$ cat config.mk
export PLATFORM = sky130hd
export DESIGN_NAME = epe_encoder_pulse_emulator
export DESIGN_NICKNAME = d
export VERILOG_FILES = /design/src/epe_pkg.sv /design/src/epe_step_if.sv /design/src/epe_quad_gen.sv /design/src/epe_encoder_pulse_emulator.sv
export SDC_FILE = /design/constraint.sdc
export NUM_CORES = 2
export LEC_CHECK = 0
export BUFFER_PORTS_ARGS = -buffer_cell sky130_fd_sc_hd__buf_2
export CORE_MARGIN = 4
export CORE_UTILIZATION = 54
export CTS_CLUSTER_SIZE = 8
export DETAILED_ROUTE_END_ITERATION = 8
export MAX_ROUTING_LAYER = met4
export PLACE_DENSITY_LB_ADDON = 0.3
export SETUP_SLACK_MARGIN = 0.05
export SLEW_MARGIN = 10
export SYNTH_ARGS = -nofsm -noshare
export SYNTH_HDL_FRONTEND = slang
export SYNTH_SLANG_ARGS = --single-unit
export TNS_END_PERCENT = 5
$ cat constraint.sdc
create_clock -name core_clk -period 10.5 [get_ports core_clk]
set_input_delay 1.05 -clock core_clk [delete_from_list [all_inputs] [get_ports core_clk]]
set_output_delay 1.05 -clock core_clk [all_outputs]
set_load 0.02 [all_outputs]
$ cat src/epe_pkg.sv
// Summary of operation
// - Coarse resolution sets the quadrature increments per revolution (fourfold A/B edges), 8 to 65535, default 4096.
// - One index pulse per revolution is emitted inside an interval where both A and B are high.
// - Fine resolution gives increments per revolution as unsigned fixed point with 12 fractional bits.
// - Coarse resolution is used only while fine resolution is 0, otherwise fine resolution governs.
// - A fine resolution that is a multiple of 4096 keeps the index at a fixed angle, otherwise it drifts.
// - A signed phase offset in 1/4096 increment steps shifts the pulses at once, without restart.
// - The index pulse moves by the same phase offset as the A/B signals.
// - Resolution changes are accepted only with the power stage off and apply at the next restart.
package epe_pkg;

  // Register offsets on the parameter port
  localparam logic [15:0] EPE_ADDR_COARSE = 16'h052a;
  localparam logic [15:0] EPE_ADDR_FINE   = 16'h0564;
  localparam logic [15:0] EPE_ADDR_PHASE  = 16'h0566;

  // Values after reset and legal limits
  localparam logic [15:0] EPE_COARSE_RST = 16'h1000;
  localparam logic [31:0] EPE_FINE_RST   = 32'h0000_0000;
  localparam logic [15:0] EPE_PHASE_RST  = 16'h0000;
  localparam logic [15:0] EPE_COARSE_MIN = 16'h0008;
  localparam logic [31:0] EPE_FINE_MAX   = 32'h0fff_f000;

  // Field positions and counts
  localparam int EPE_FRAC_BITS = 12;
  localparam int EPE_REV_BITS  = 16;
  localparam logic [31:0] EPE_IDX_WIN = 32'h0000_0004;

  // Start-up sequence after power-on or restart
  typedef enum logic [1:0] {
    EPE_ST_CAPTURE = 2'b00,
    EPE_ST_TARGET  = 2'b01,
    EPE_ST_LOAD    = 2'b10,
    EPE_ST_RUN     = 2'b11
  } epe_state_t;

endpackage

$ cat src/epe_step_if.sv
`timescale 1ns/1ps
// Link between the position control and the quadrature step generator
interface epe_step_if #(parameter int CNT_W = 32);
  logic signed [CNT_W-1:0] target;
  logic                    load;
  logic                    step;
  logic                    dir;
  logic [1:0]              quad;

  modport ctl (output target, output load, input step, input dir, input quad);
  modport gen (input target, input load, output step, output dir, output quad);
endinterface

$ cat src/epe_quad_gen.sv
`timescale 1ns/1ps
module epe_quad_gen
  import epe_pkg::*;
#(
  parameter int CNT_W = 32
) (
  input wire logic core_clk,
  input wire logic rst_sync_b,
  epe_step_if.gen  sif
);

  logic signed [CNT_W-1:0] count_q;
  logic                    step_q;
  logic                    dir_q;

  // One increment per clock toward the target, so outside a load a jump never skips a state
  always_ff @(posedge core_clk or negedge rst_sync_b) begin
    if (!rst_sync_b) begin
      count_q <= '0;
      step_q  <= 1'b0;
      dir_q   <= 1'b0;
    end else if (sif.load) begin
      count_q <= sif.target;
      step_q  <= 1'b0;
      dir_q   <= 1'b0;
    end else if (count_q < sif.target) begin
      count_q <= count_q + 1'b1;
      step_q  <= 1'b1;
      dir_q   <= 1'b1;
    end else if (count_q > sif.target) begin
      count_q <= count_q - 1'b1;
      step_q  <= 1'b1;
      dir_q   <= 1'b0;
    end else begin
      step_q  <= 1'b0;
    end
  end

  assign sif.step = step_q;
  assign sif.dir  = dir_q;
  assign sif.quad = count_q[1:0];

endmodule

$ cat src/epe_encoder_pulse_emulator.sv
`timescale 1ns/1ps
module epe_encoder_pulse_emulator
  import epe_pkg::*;
#(
  parameter int CNT_W = 32
) (
  input  wire logic        core_clk,
  input  wire logic        rst_b,
  input  wire logic [31:0] motor_pos,
  input  wire logic        power_stage_en,
  input  wire logic        restart,
  input  wire logic [15:0] reg_addr,
  input  wire logic        reg_wr,
  input  wire logic        reg_rd,
  input  wire logic [31:0] reg_wdata,
  output logic      [31:0] reg_rdata,
  output logic             pto_a,
  output logic             pto_b,
  output logic             pto_index
);

  logic        rst_s1_q;
  logic        rst_sync_b;
  logic [15:0] coarse_q;
  logic [31:0] fine_q;
  logic [15:0] phase_q;
  logic [31:0] res_act_q;
  logic [31:0] rev_len_q;
  logic [31:0] idx_pos_q;
  logic [31:0] rdata_q;
  logic        a_q;
  logic        b_q;
  logic        index_q;
  logic [1:0]  quad_q;
  logic signed [CNT_W-1:0] target_q;
  epe_state_t  state_q;

  epe_step_if #(.CNT_W(CNT_W)) sif ();

  // Quadrature phase coding: A leads B when the count rises
  function automatic logic quad_a(input logic [1:0] c);
    return c[1] ^ c[0];
  endfunction

  function automatic logic quad_b(input logic [1:0] c);
    return c[1];
  endfunction

  // Resolution writes pass only with the power stage off; the new value waits
  // for the next restart, so a running axis sees its scale change only at a restart
  function automatic logic res_wr_ok(input logic        wr,
                                     input logic [15:0] addr,
                                     input logic [15:0] slot,
                                     input logic        pwr_on);
    return wr && addr == slot && !pwr_on;
  endfunction

  // Emulated increments from motor angle, active resolution and phase offset
  // Products stay inside 64 bits for every resolution up to the fine maximum
  function automatic logic signed [CNT_W-1:0] calc_target(input logic [31:0] pos,
                                                          input logic [31:0] res,
                                                          input logic [15:0] ph);
    logic signed [63:0] prod;
    logic signed [63:0] fine;
    prod = $signed({{32{pos[31]}}, pos}) * $signed({32'h0000_0000, res});
    fine = (prod >>> EPE_REV_BITS) + $signed({{48{ph[15]}}, ph});
    return CNT_W'(fine >>> EPE_FRAC_BITS);
  endfunction

  // Reset release through two flops; assertion stays asynchronous
  always_ff @(posedge core_clk or negedge rst_b) begin
    if (!rst_b) begin
      rst_s1_q   <= 1'b0;
      rst_sync_b <= 1'b0;
    end else begin
      rst_s1_q   <= 1'b1;
      rst_sync_b <= rst_s1_q;
    end
  end

  // Coarse setting; locked while the power stage runs, too small values refused
  always_ff @(posedge core_clk or negedge rst_sync_b) begin
    if (!rst_sync_b) begin
      coarse_q <= EPE_COARSE_RST;
    end else if (res_wr_ok(reg_wr, reg_addr, EPE_ADDR_COARSE, power_stage_en) &&
                 reg_wdata[15:0] >= EPE_COARSE_MIN) begin
      coarse_q <= reg_wdata[15:0];
    end
  end

  // Fine setting; same lock, values beyond the fixed-point range refused
  always_ff @(posedge core_clk or negedge rst_sync_b) begin
    if (!rst_sync_b) begin
      fine_q <= EPE_FINE_RST;
    end else if (res_wr_ok(reg_wr, reg_addr, EPE_ADDR_FINE, power_stage_en) &&
                 reg_wdata <= EPE_FINE_MAX) begin
      fine_q <= reg_wdata;
    end
  end

  // Phase offset feeds the next target directly, so it needs no restart
  always_ff @(posedge core_clk or negedge rst_sync_b) begin
    if (!rst_sync_b) begin
      phase_q <= EPE_PHASE_RST;
    end else if (reg_wr && reg_addr == EPE_ADDR_PHASE) begin
      phase_q <= reg_wdata[15:0];
    end
  end

  // Read data is registered; unmapped offsets read zero
  always_ff @(posedge core_clk or negedge rst_sync_b) begin
    if (!rst_sync_b) begin
      rdata_q <= '0;
    end else if (reg_rd) begin
      unique case (reg_addr)
        EPE_ADDR_COARSE: rdata_q <= {16'h0000, coarse_q};
        EPE_ADDR_FINE:   rdata_q <= fine_q;
        EPE_ADDR_PHASE:  rdata_q <= {16'h0000, phase_q};
        default:         rdata_q <= '0;
      endcase
    end
  end

  // Start-up: capture resolution, settle target, jump generator, then track
  // A restart in motion re-captures at once; the generator follows the old scale until load
  always_ff @(posedge core_clk or negedge rst_sync_b) begin
    if (!rst_sync_b) begin
      state_q <= EPE_ST_CAPTURE;
    end else if (restart) begin
      state_q <= EPE_ST_CAPTURE;
    end else begin
      unique case (state_q)
        EPE_ST_CAPTURE: state_q <= EPE_ST_TARGET;
        EPE_ST_TARGET:  state_q <= EPE_ST_LOAD;
        EPE_ST_LOAD:    state_q <= EPE_ST_RUN;
        EPE_ST_RUN:     state_q <= EPE_ST_RUN;
      endcase
    end
  end

  // Active resolution only changes at power-on or restart, a restart in motion included
  always_ff @(posedge core_clk or negedge rst_sync_b) begin
    if (!rst_sync_b) begin
      res_act_q <= '0;
      rev_len_q <= {16'h0000, EPE_COARSE_MIN};
    end else if (state_q == EPE_ST_CAPTURE) begin
      if (fine_q != 32'h0000_0000) begin
        res_act_q <= fine_q;
        rev_len_q <= fine_q >> EPE_FRAC_BITS;
      end else begin
        res_act_q <= {4'h0, coarse_q, 12'h000};
        rev_len_q <= {16'h0000, coarse_q};
      end
    end
  end

  // Target is registered to break the long multiply path; this costs one clock
  // of lag between the shaft and the pulses
  always_ff @(posedge core_clk or negedge rst_sync_b) begin
    if (!rst_sync_b) begin
      target_q <= '0;
    end else begin
      target_q <= calc_target(motor_pos, res_act_q, phase_q);
    end
  end

  assign sif.target = target_q;
  assign sif.load   = (state_q == EPE_ST_LOAD);

  epe_quad_gen #(.CNT_W(CNT_W)) i_epe_quad_gen (
    .core_clk   (core_clk),
    .rst_sync_b (rst_sync_b),
    .sif        (sif)
  );

  // Position within the revolution follows the generated increments, so a
  // non-integer resolution lets the index drift by the lost fraction
  always_ff @(posedge core_clk or negedge rst_sync_b) begin
    if (!rst_sync_b) begin
      idx_pos_q <= '0;
    end else if (sif.load) begin
      idx_pos_q <= {30'h0, target_q[1:0]};
    end else if (sif.step && sif.dir) begin
      idx_pos_q <= (idx_pos_q >= rev_len_q - 1'b1) ? 32'h0 : idx_pos_q + 1'b1;
    end else if (sif.step) begin
      idx_pos_q <= (idx_pos_q == 32'h0) ? rev_len_q - 1'b1 : idx_pos_q - 1'b1;
    end
  end

  // Delay the phase one cycle to line it up with the index position, which
  // follows the step flag and so lags the count by one clock
  always_ff @(posedge core_clk or negedge rst_sync_b) begin
    if (!rst_sync_b) begin
      quad_q <= 2'h0;
    end else begin
      quad_q <= sif.quad;
    end
  end

  // Registered outputs; A, B and index all come from the same delayed phase so
  // a pulse counter never sees the index beside the wrong step
  always_ff @(posedge core_clk or negedge rst_sync_b) begin
    if (!rst_sync_b) begin
      a_q     <= 1'b0;
      b_q     <= 1'b0;
      index_q <= 1'b0;
    end else begin
      a_q     <= quad_a(quad_q);
      b_q     <= quad_b(quad_q);
      index_q <= (idx_pos_q < EPE_IDX_WIN) && quad_a(quad_q) && quad_b(quad_q);
    end
  end

  assign reg_rdata = rdata_q;
  assign pto_a     = a_q;
  assign pto_b     = b_q;
  assign pto_index = index_q;

endmodule

; ---- After elaboration in Yosys (flattened, before gate mapping)
; Index checks and enable logic that the tools add are counted.
[classes]
bitwise = 1
mux = 19
add_sub_neg = 6
n_eq_ne = 6
reduce_logical = 17
n_mul = 1
n_lt_le_gt_ge = 6
[ops]
columns = operator, n
row1 = 2-to-1 mux 32 bit, 9
row2 = case mux 32 bit (3 select lines), 1
row3 = "subtractor 32 x 1 -> 32 bit, second input constant", 3
row4 = "adder 32 x 1 -> 32 bit, second input constant", 2
row5 = multiplier 32 x 33 -> 60 bit, 1
row6 = "equality test 16 x 11 -> 1 bit, second input constant", 3
row7 = adder 44 x 16 -> 44 bit, 1
row8 = greater-or-equal comparator 32 bit, 1
row9 = > comparator 32 bit, 1
row10 = "less-or-equal comparator 32 x 28 -> 1 bit, second input constant", 1
row11 = zero test 32 bit, 1
row12 = "less-than comparator 32 x 3 -> 1 bit, second input constant", 1
row13 = less-than comparator 32 bit, 1
row14 = nonzero test 32 bit, 1
row15 = 2-to-1 mux 20 bit, 1
row16 = "greater-or-equal comparator 16 x 4 -> 1 bit, second input constant", 1
row17 = logical AND 1 bit, 10
row18 = 2-to-1 mux 1 bit, 6
row19 = case mux 2 bit (3 select lines), 1
row20 = nonzero test 3 bit, 2
row21 = "equality test 2 bit, second input constant", 2
row22 = "equality test 2 x 1 -> 1 bit, second input constant", 1
row23 = zero test 2 bit, 1
row24 = 2-to-1 mux 2 bit, 1
row25 = other kinds (3), 3
[word_totals]
register_bits = 267
elab_cells = 74
out_inout_bits = 35

; ---- Depth between registers and ports, before layout
[logic_depth]
ltp_word = 5
depth_mapped = 42
depth_no_buf = 39

; ---- Modules after synthesis
; From an unflattened synthesis, not the netlist that was laid out.
[hier_totals]
hier_cells = 5439
area_unflattened_um2 = 48745.5
[modules_own_cells]
columns = module, area_per_inst_um2, seq_area_each_um2, n_inst, cells_per_inst
row1 = epe_encoder_pulse_emulator, 45095.8, 5057.4, 1, 4963
row2 = epe_quad_gen, 3649.8, 850.8, 1, 476

; ---- Worst setup path after synthesis
; Ideal clock, no wire load.
[synth_timing]
kind = input-to-reg
from = input motor_pos[8]
to = register target_q[30] (netlist: sif.target[30])
stages = 33
slack_ns = 0.813
arrival_ns = 9.608
setup_ns = 0.079
path_buffers = 1
path_cell_list = clkbuf_1 nand2_1 fa_1 fa_1 fa_1 fa_1 inv_1 fa_1 fa_1 fa_1 inv_1 fa_1 inv_1 ha_1 and3_1 nand4_1 or2_2 a311oi_2 o31a_1 o21ai_1 o21ai_0 and2_1 o21ai_1 o31a_1 ha_1 o21a_1 o211ai_1 or4_1 o21ba_2 o21ai_1 o221ai_1 o21ai_0 xor2_1
[synth_via]
elab_chain_cells = 2
[synth_rtl]
columns = element, line_no
row1 = from (decl), epe_encoder_pulse_emulator.sv:9  ; input wire logic [31:0] motor_pos,
row2 = multiplier 32 x 33 -> 60 bit, epe_encoder_pulse_emulator.sv:65  ; prod = $signed({{32{pos[31]}}, pos}) * $signed({32'h0000_0000, res});
row3 = adder 44 x 16 -> 44 bit, epe_encoder_pulse_emulator.sv:66  ; fine = (prod >>> EPE_REV_BITS) + $signed({{48{ph[15]}}, ph});
row4 = to (signal assigned), epe_encoder_pulse_emulator.sv:163  ; target_q <= calc_target(motor_pos, res_act_q, phase_q);
row5 = to (decl), epe_encoder_pulse_emulator.sv:35  ; logic signed [CNT_W-1:0] target_q;
; Every way passes these cells.
; A chain may end at the register's enable or synchronous reset.

; ---- Worst setup path after layout
[layout_timing]
from = input motor_pos[9]
to = register target_q[30] (netlist: sif.target[30])
; Same word-level chain as after synthesis.

==> qor.yml <==
grt_max_degree: 71
start_util: 0.547
clock-sinks: 236
critical_path_required_ns: 10.95
ys_ff_latch: 236
worst_slew_pin_slew_ns: 1.04
cts_root_buffer: "clkbuf_16"
r2r_setup_slack_ns: 0.50
detail-route-antenna-nets: 0
fmax_mhz: 99.2
core_um2: 88900
htreeDepth: 2
cts_hold_buf: 0
cp_slowest_cell: "fa_1"
layout-drive-gt1-share: 0.0869
syn_nets: 6735
path_class: "input pin to flip-flop"
worstHoldPathType: "input pin to async pin"
regArea_um2: 5920
yosysSeqAreaShare: 0.122
cp.arrival_ns: 10.53
critPathLaunchType: "input pin"
maxSlewHeadroom: 0.302
crit_start: "motor_pos[9]"
fin_nets: 6783
worst_path_largest_cell_delay_ns: 0.59
area_delta_synth_final_pct: 7.16
layout.cells.most_common: "inv_1"
layout.cells.non_filler: 6591
grt_antenna_before_repair: 8
grt_first_pass_wirelength_um: 220000
final_cell_mix: "952 x inv_1, 893 x fa_1, 579 x and2_1"
fillers: 7806
gr-usage-all-layers: 0.306
numCtsBuffers: 35
fin_skew_ns: 0.0332
routabilityCongestion: 0.936
grt_pass1_vias: 39700
cp-end-kind: "flip-flop"
cts.path.max_buffers: 3
crit_fanout: 20
rows: 109
syn_avg_cell_area_um2: 9.08
cts.clk_slew.worst_paths_ns: 0.06
synthCells: 5354
setup_viol: 0
status: "finished clean"
r2r_start: "res_act_q[21]"
worst_path_most_repeated_cell: "fa_1"
tritoncts: "yes"
finalHoldViolCount: 0
io_pins: 121
grt_remaining_overflow: 0
fin_crit_sh: 0.960
synth_warnings: 0
placed_cells: 6530
die_h_um: 308
synth_edf_count: 0
synthDistinctLibCells: 90
drt-vias-per-instance: 5.70
wl_um: 137000
drt_iter0_markers: 2772
numPortBuffers: 120
cts_setup_buffers: 0
cts_resized: 0
min_period_ns: 10.08
dp_hpwl_um: 111000
insertion_delay_ns: 0.54
multi_input_area_um2: 38100
drtPass1Iterations: 5
die_area_um2: 94900
grt_setup_unrepaired: "true"
cap_violations: 0
post_drt_wl_per_cell_um: 20.8
netlist_area_um2: 48600
slew_violations: 0
synth_ff_type: "dfrtp_1"
num_vias: 37600
synthArstFlopShare: 1.00
die_x_um: 308
drc: 0
[synthesized netlist by cell type, types with 16 or more instances]
| library cell | n | share of area |
|---|---|---|
| dfrtp_1 | 234 | 0.12 |
| inv_1 | 952 | 0.073 |
| mux2i_1 | 23 | 0.0047 |
| nor3b_1 | 20 | 0.0031 |
| nand2_1 | 559 | 0.043 |
| nand2b_1 | 32 | 0.0041 |
| ha_1 | 402 | 0.10 |
| o21ai_0 | 132 | 0.014 |
| o21ai_1 | 16 | 0.0016 |
| a21oi_1 | 227 | 0.023 |
| nand3_1 | 41 | 0.0042 |
| o211ai_1 | 17 | 0.0026 |
| a21o_1 | 84 | 0.013 |
| o21a_1 | 24 | 0.0037 |
| nor2b_1 | 28 | 0.0036 |
| nor3_1 | 63 | 0.0065 |
| and3_1 | 31 | 0.0040 |
| mux2_2 | 78 | 0.018 |
| xnor2_1 | 94 | 0.017 |
| nor2_1 | 219 | 0.017 |
| xor2_1 | 46 | 0.0083 |
| clkbuf_1 | 253 | 0.020 |
| a31oi_1 | 19 | 0.0024 |
| and2_1 | 579 | 0.074 |
| nand4_1 | 35 | 0.0045 |
| a211oi_1 | 25 | 0.0039 |
| fa_1 | 893 | 0.37 |
| nor4_1 | 23 | 0.0030 |
[sequential cells by signal, indices dropped and copies added (netlist names)]
signal                   flops
fine_q                      32
i_epe_quad_gen.count_q      32
idx_pos_q                   32
reg_rdata                   32
res_act_q                   32
sif.target                  32
coarse_q                    16
phase_q                     16
quad_q                       2
state_q                      2
i_epe_quad_gen.sif.dir       1
i_epe_quad_gen.sif.step      1
pto_a                        1
pto_b                        1
pto_index                    1
rev_len_q                    1
rst_s1_q                     1
rst_sync_b                   1
[routing by layer]
layer,global-route usage,vias to the layer above,share of wire
met3,0.0524,287,0.079
met1,0.397,19100,0.41
met2,0.494,1432,0.48
li1,-,16800,-
met4,0.0975,0,0.037
met5,-,-,0
[worst paths after layout]
path / end / cells after the start
max in group asynchronous: coarse_q[9] / 2
min reg2reg: rst_sync_b / 0
min: rst_s1_q / 1
min in group core_clk: rst_sync_b / 0
max: sif.target[30] / 33
max reg2reg: sif.target[30] / 31
[final cells by class]
type | count | area share
clock buffer | 50 | 0.0179
tap | 1165 | 0.0280
inverter | 952 | 0.0686
sequential | 236 | 0.114
multi-input combinational | 3877 | 0.731
clock inverter | 3 | 0.00106
antenna | 8 | 0.000384
timing repair buffer | 300 | 0.0399
[stage by stage]
step | utilization | hold WS [ns] | setup slack (ns) | setup TNS [ns] | instance area (µm²)
finish | 0.586 | 0.306 | 0.423 | 0 | 52100
global route | 0.586 | 0.291 | 0.0431 | 0 | 52100
CTS | 0.585 | 0.293 | 0.385 | 0 | 52100
detailed placement | 0.574 | 0.339 | -0.0618 | -0.176 | 51100
global placement | 0.574 | 0.335 | 0.0139 | 0 | 51100
floorplan | - | 0.331 | 0.813 | 0 | 48600
[critical path: cells and delay by family]
kind | cells | cell delay, ns
xor gates and xnor gates | 1 | 0.16
and+or+nand+nor | 3 | 0.90
AOI/OAI and AO/OA | 14 | 2.88
buffers and inverters | 5 | 0.93
adders and majority gates | 10 | 4.55
[logic make-up after synthesis]
| family | Yosys count | synth area share |
|---|---|---|
| multiplexers | 101 | 0.0228 |
| AND/OR/NAND/NOR | 1694 | 0.179 |
| XOR/XNOR | 140 | 0.0252 |
| other | 1 | 0.0000771 |
| AO/OA/AOI/OAI | 646 | 0.0833 |
| flip-flops | 236 | 0.122 |
| adder cells (fa/ha/maj) | 1295 | 0.471 |
| buffers and inverters | 1241 | 0.0968 |
Power is not shown: default switching activity piles up to over one toggle a cycle in this logic, so the estimate is an artifact.
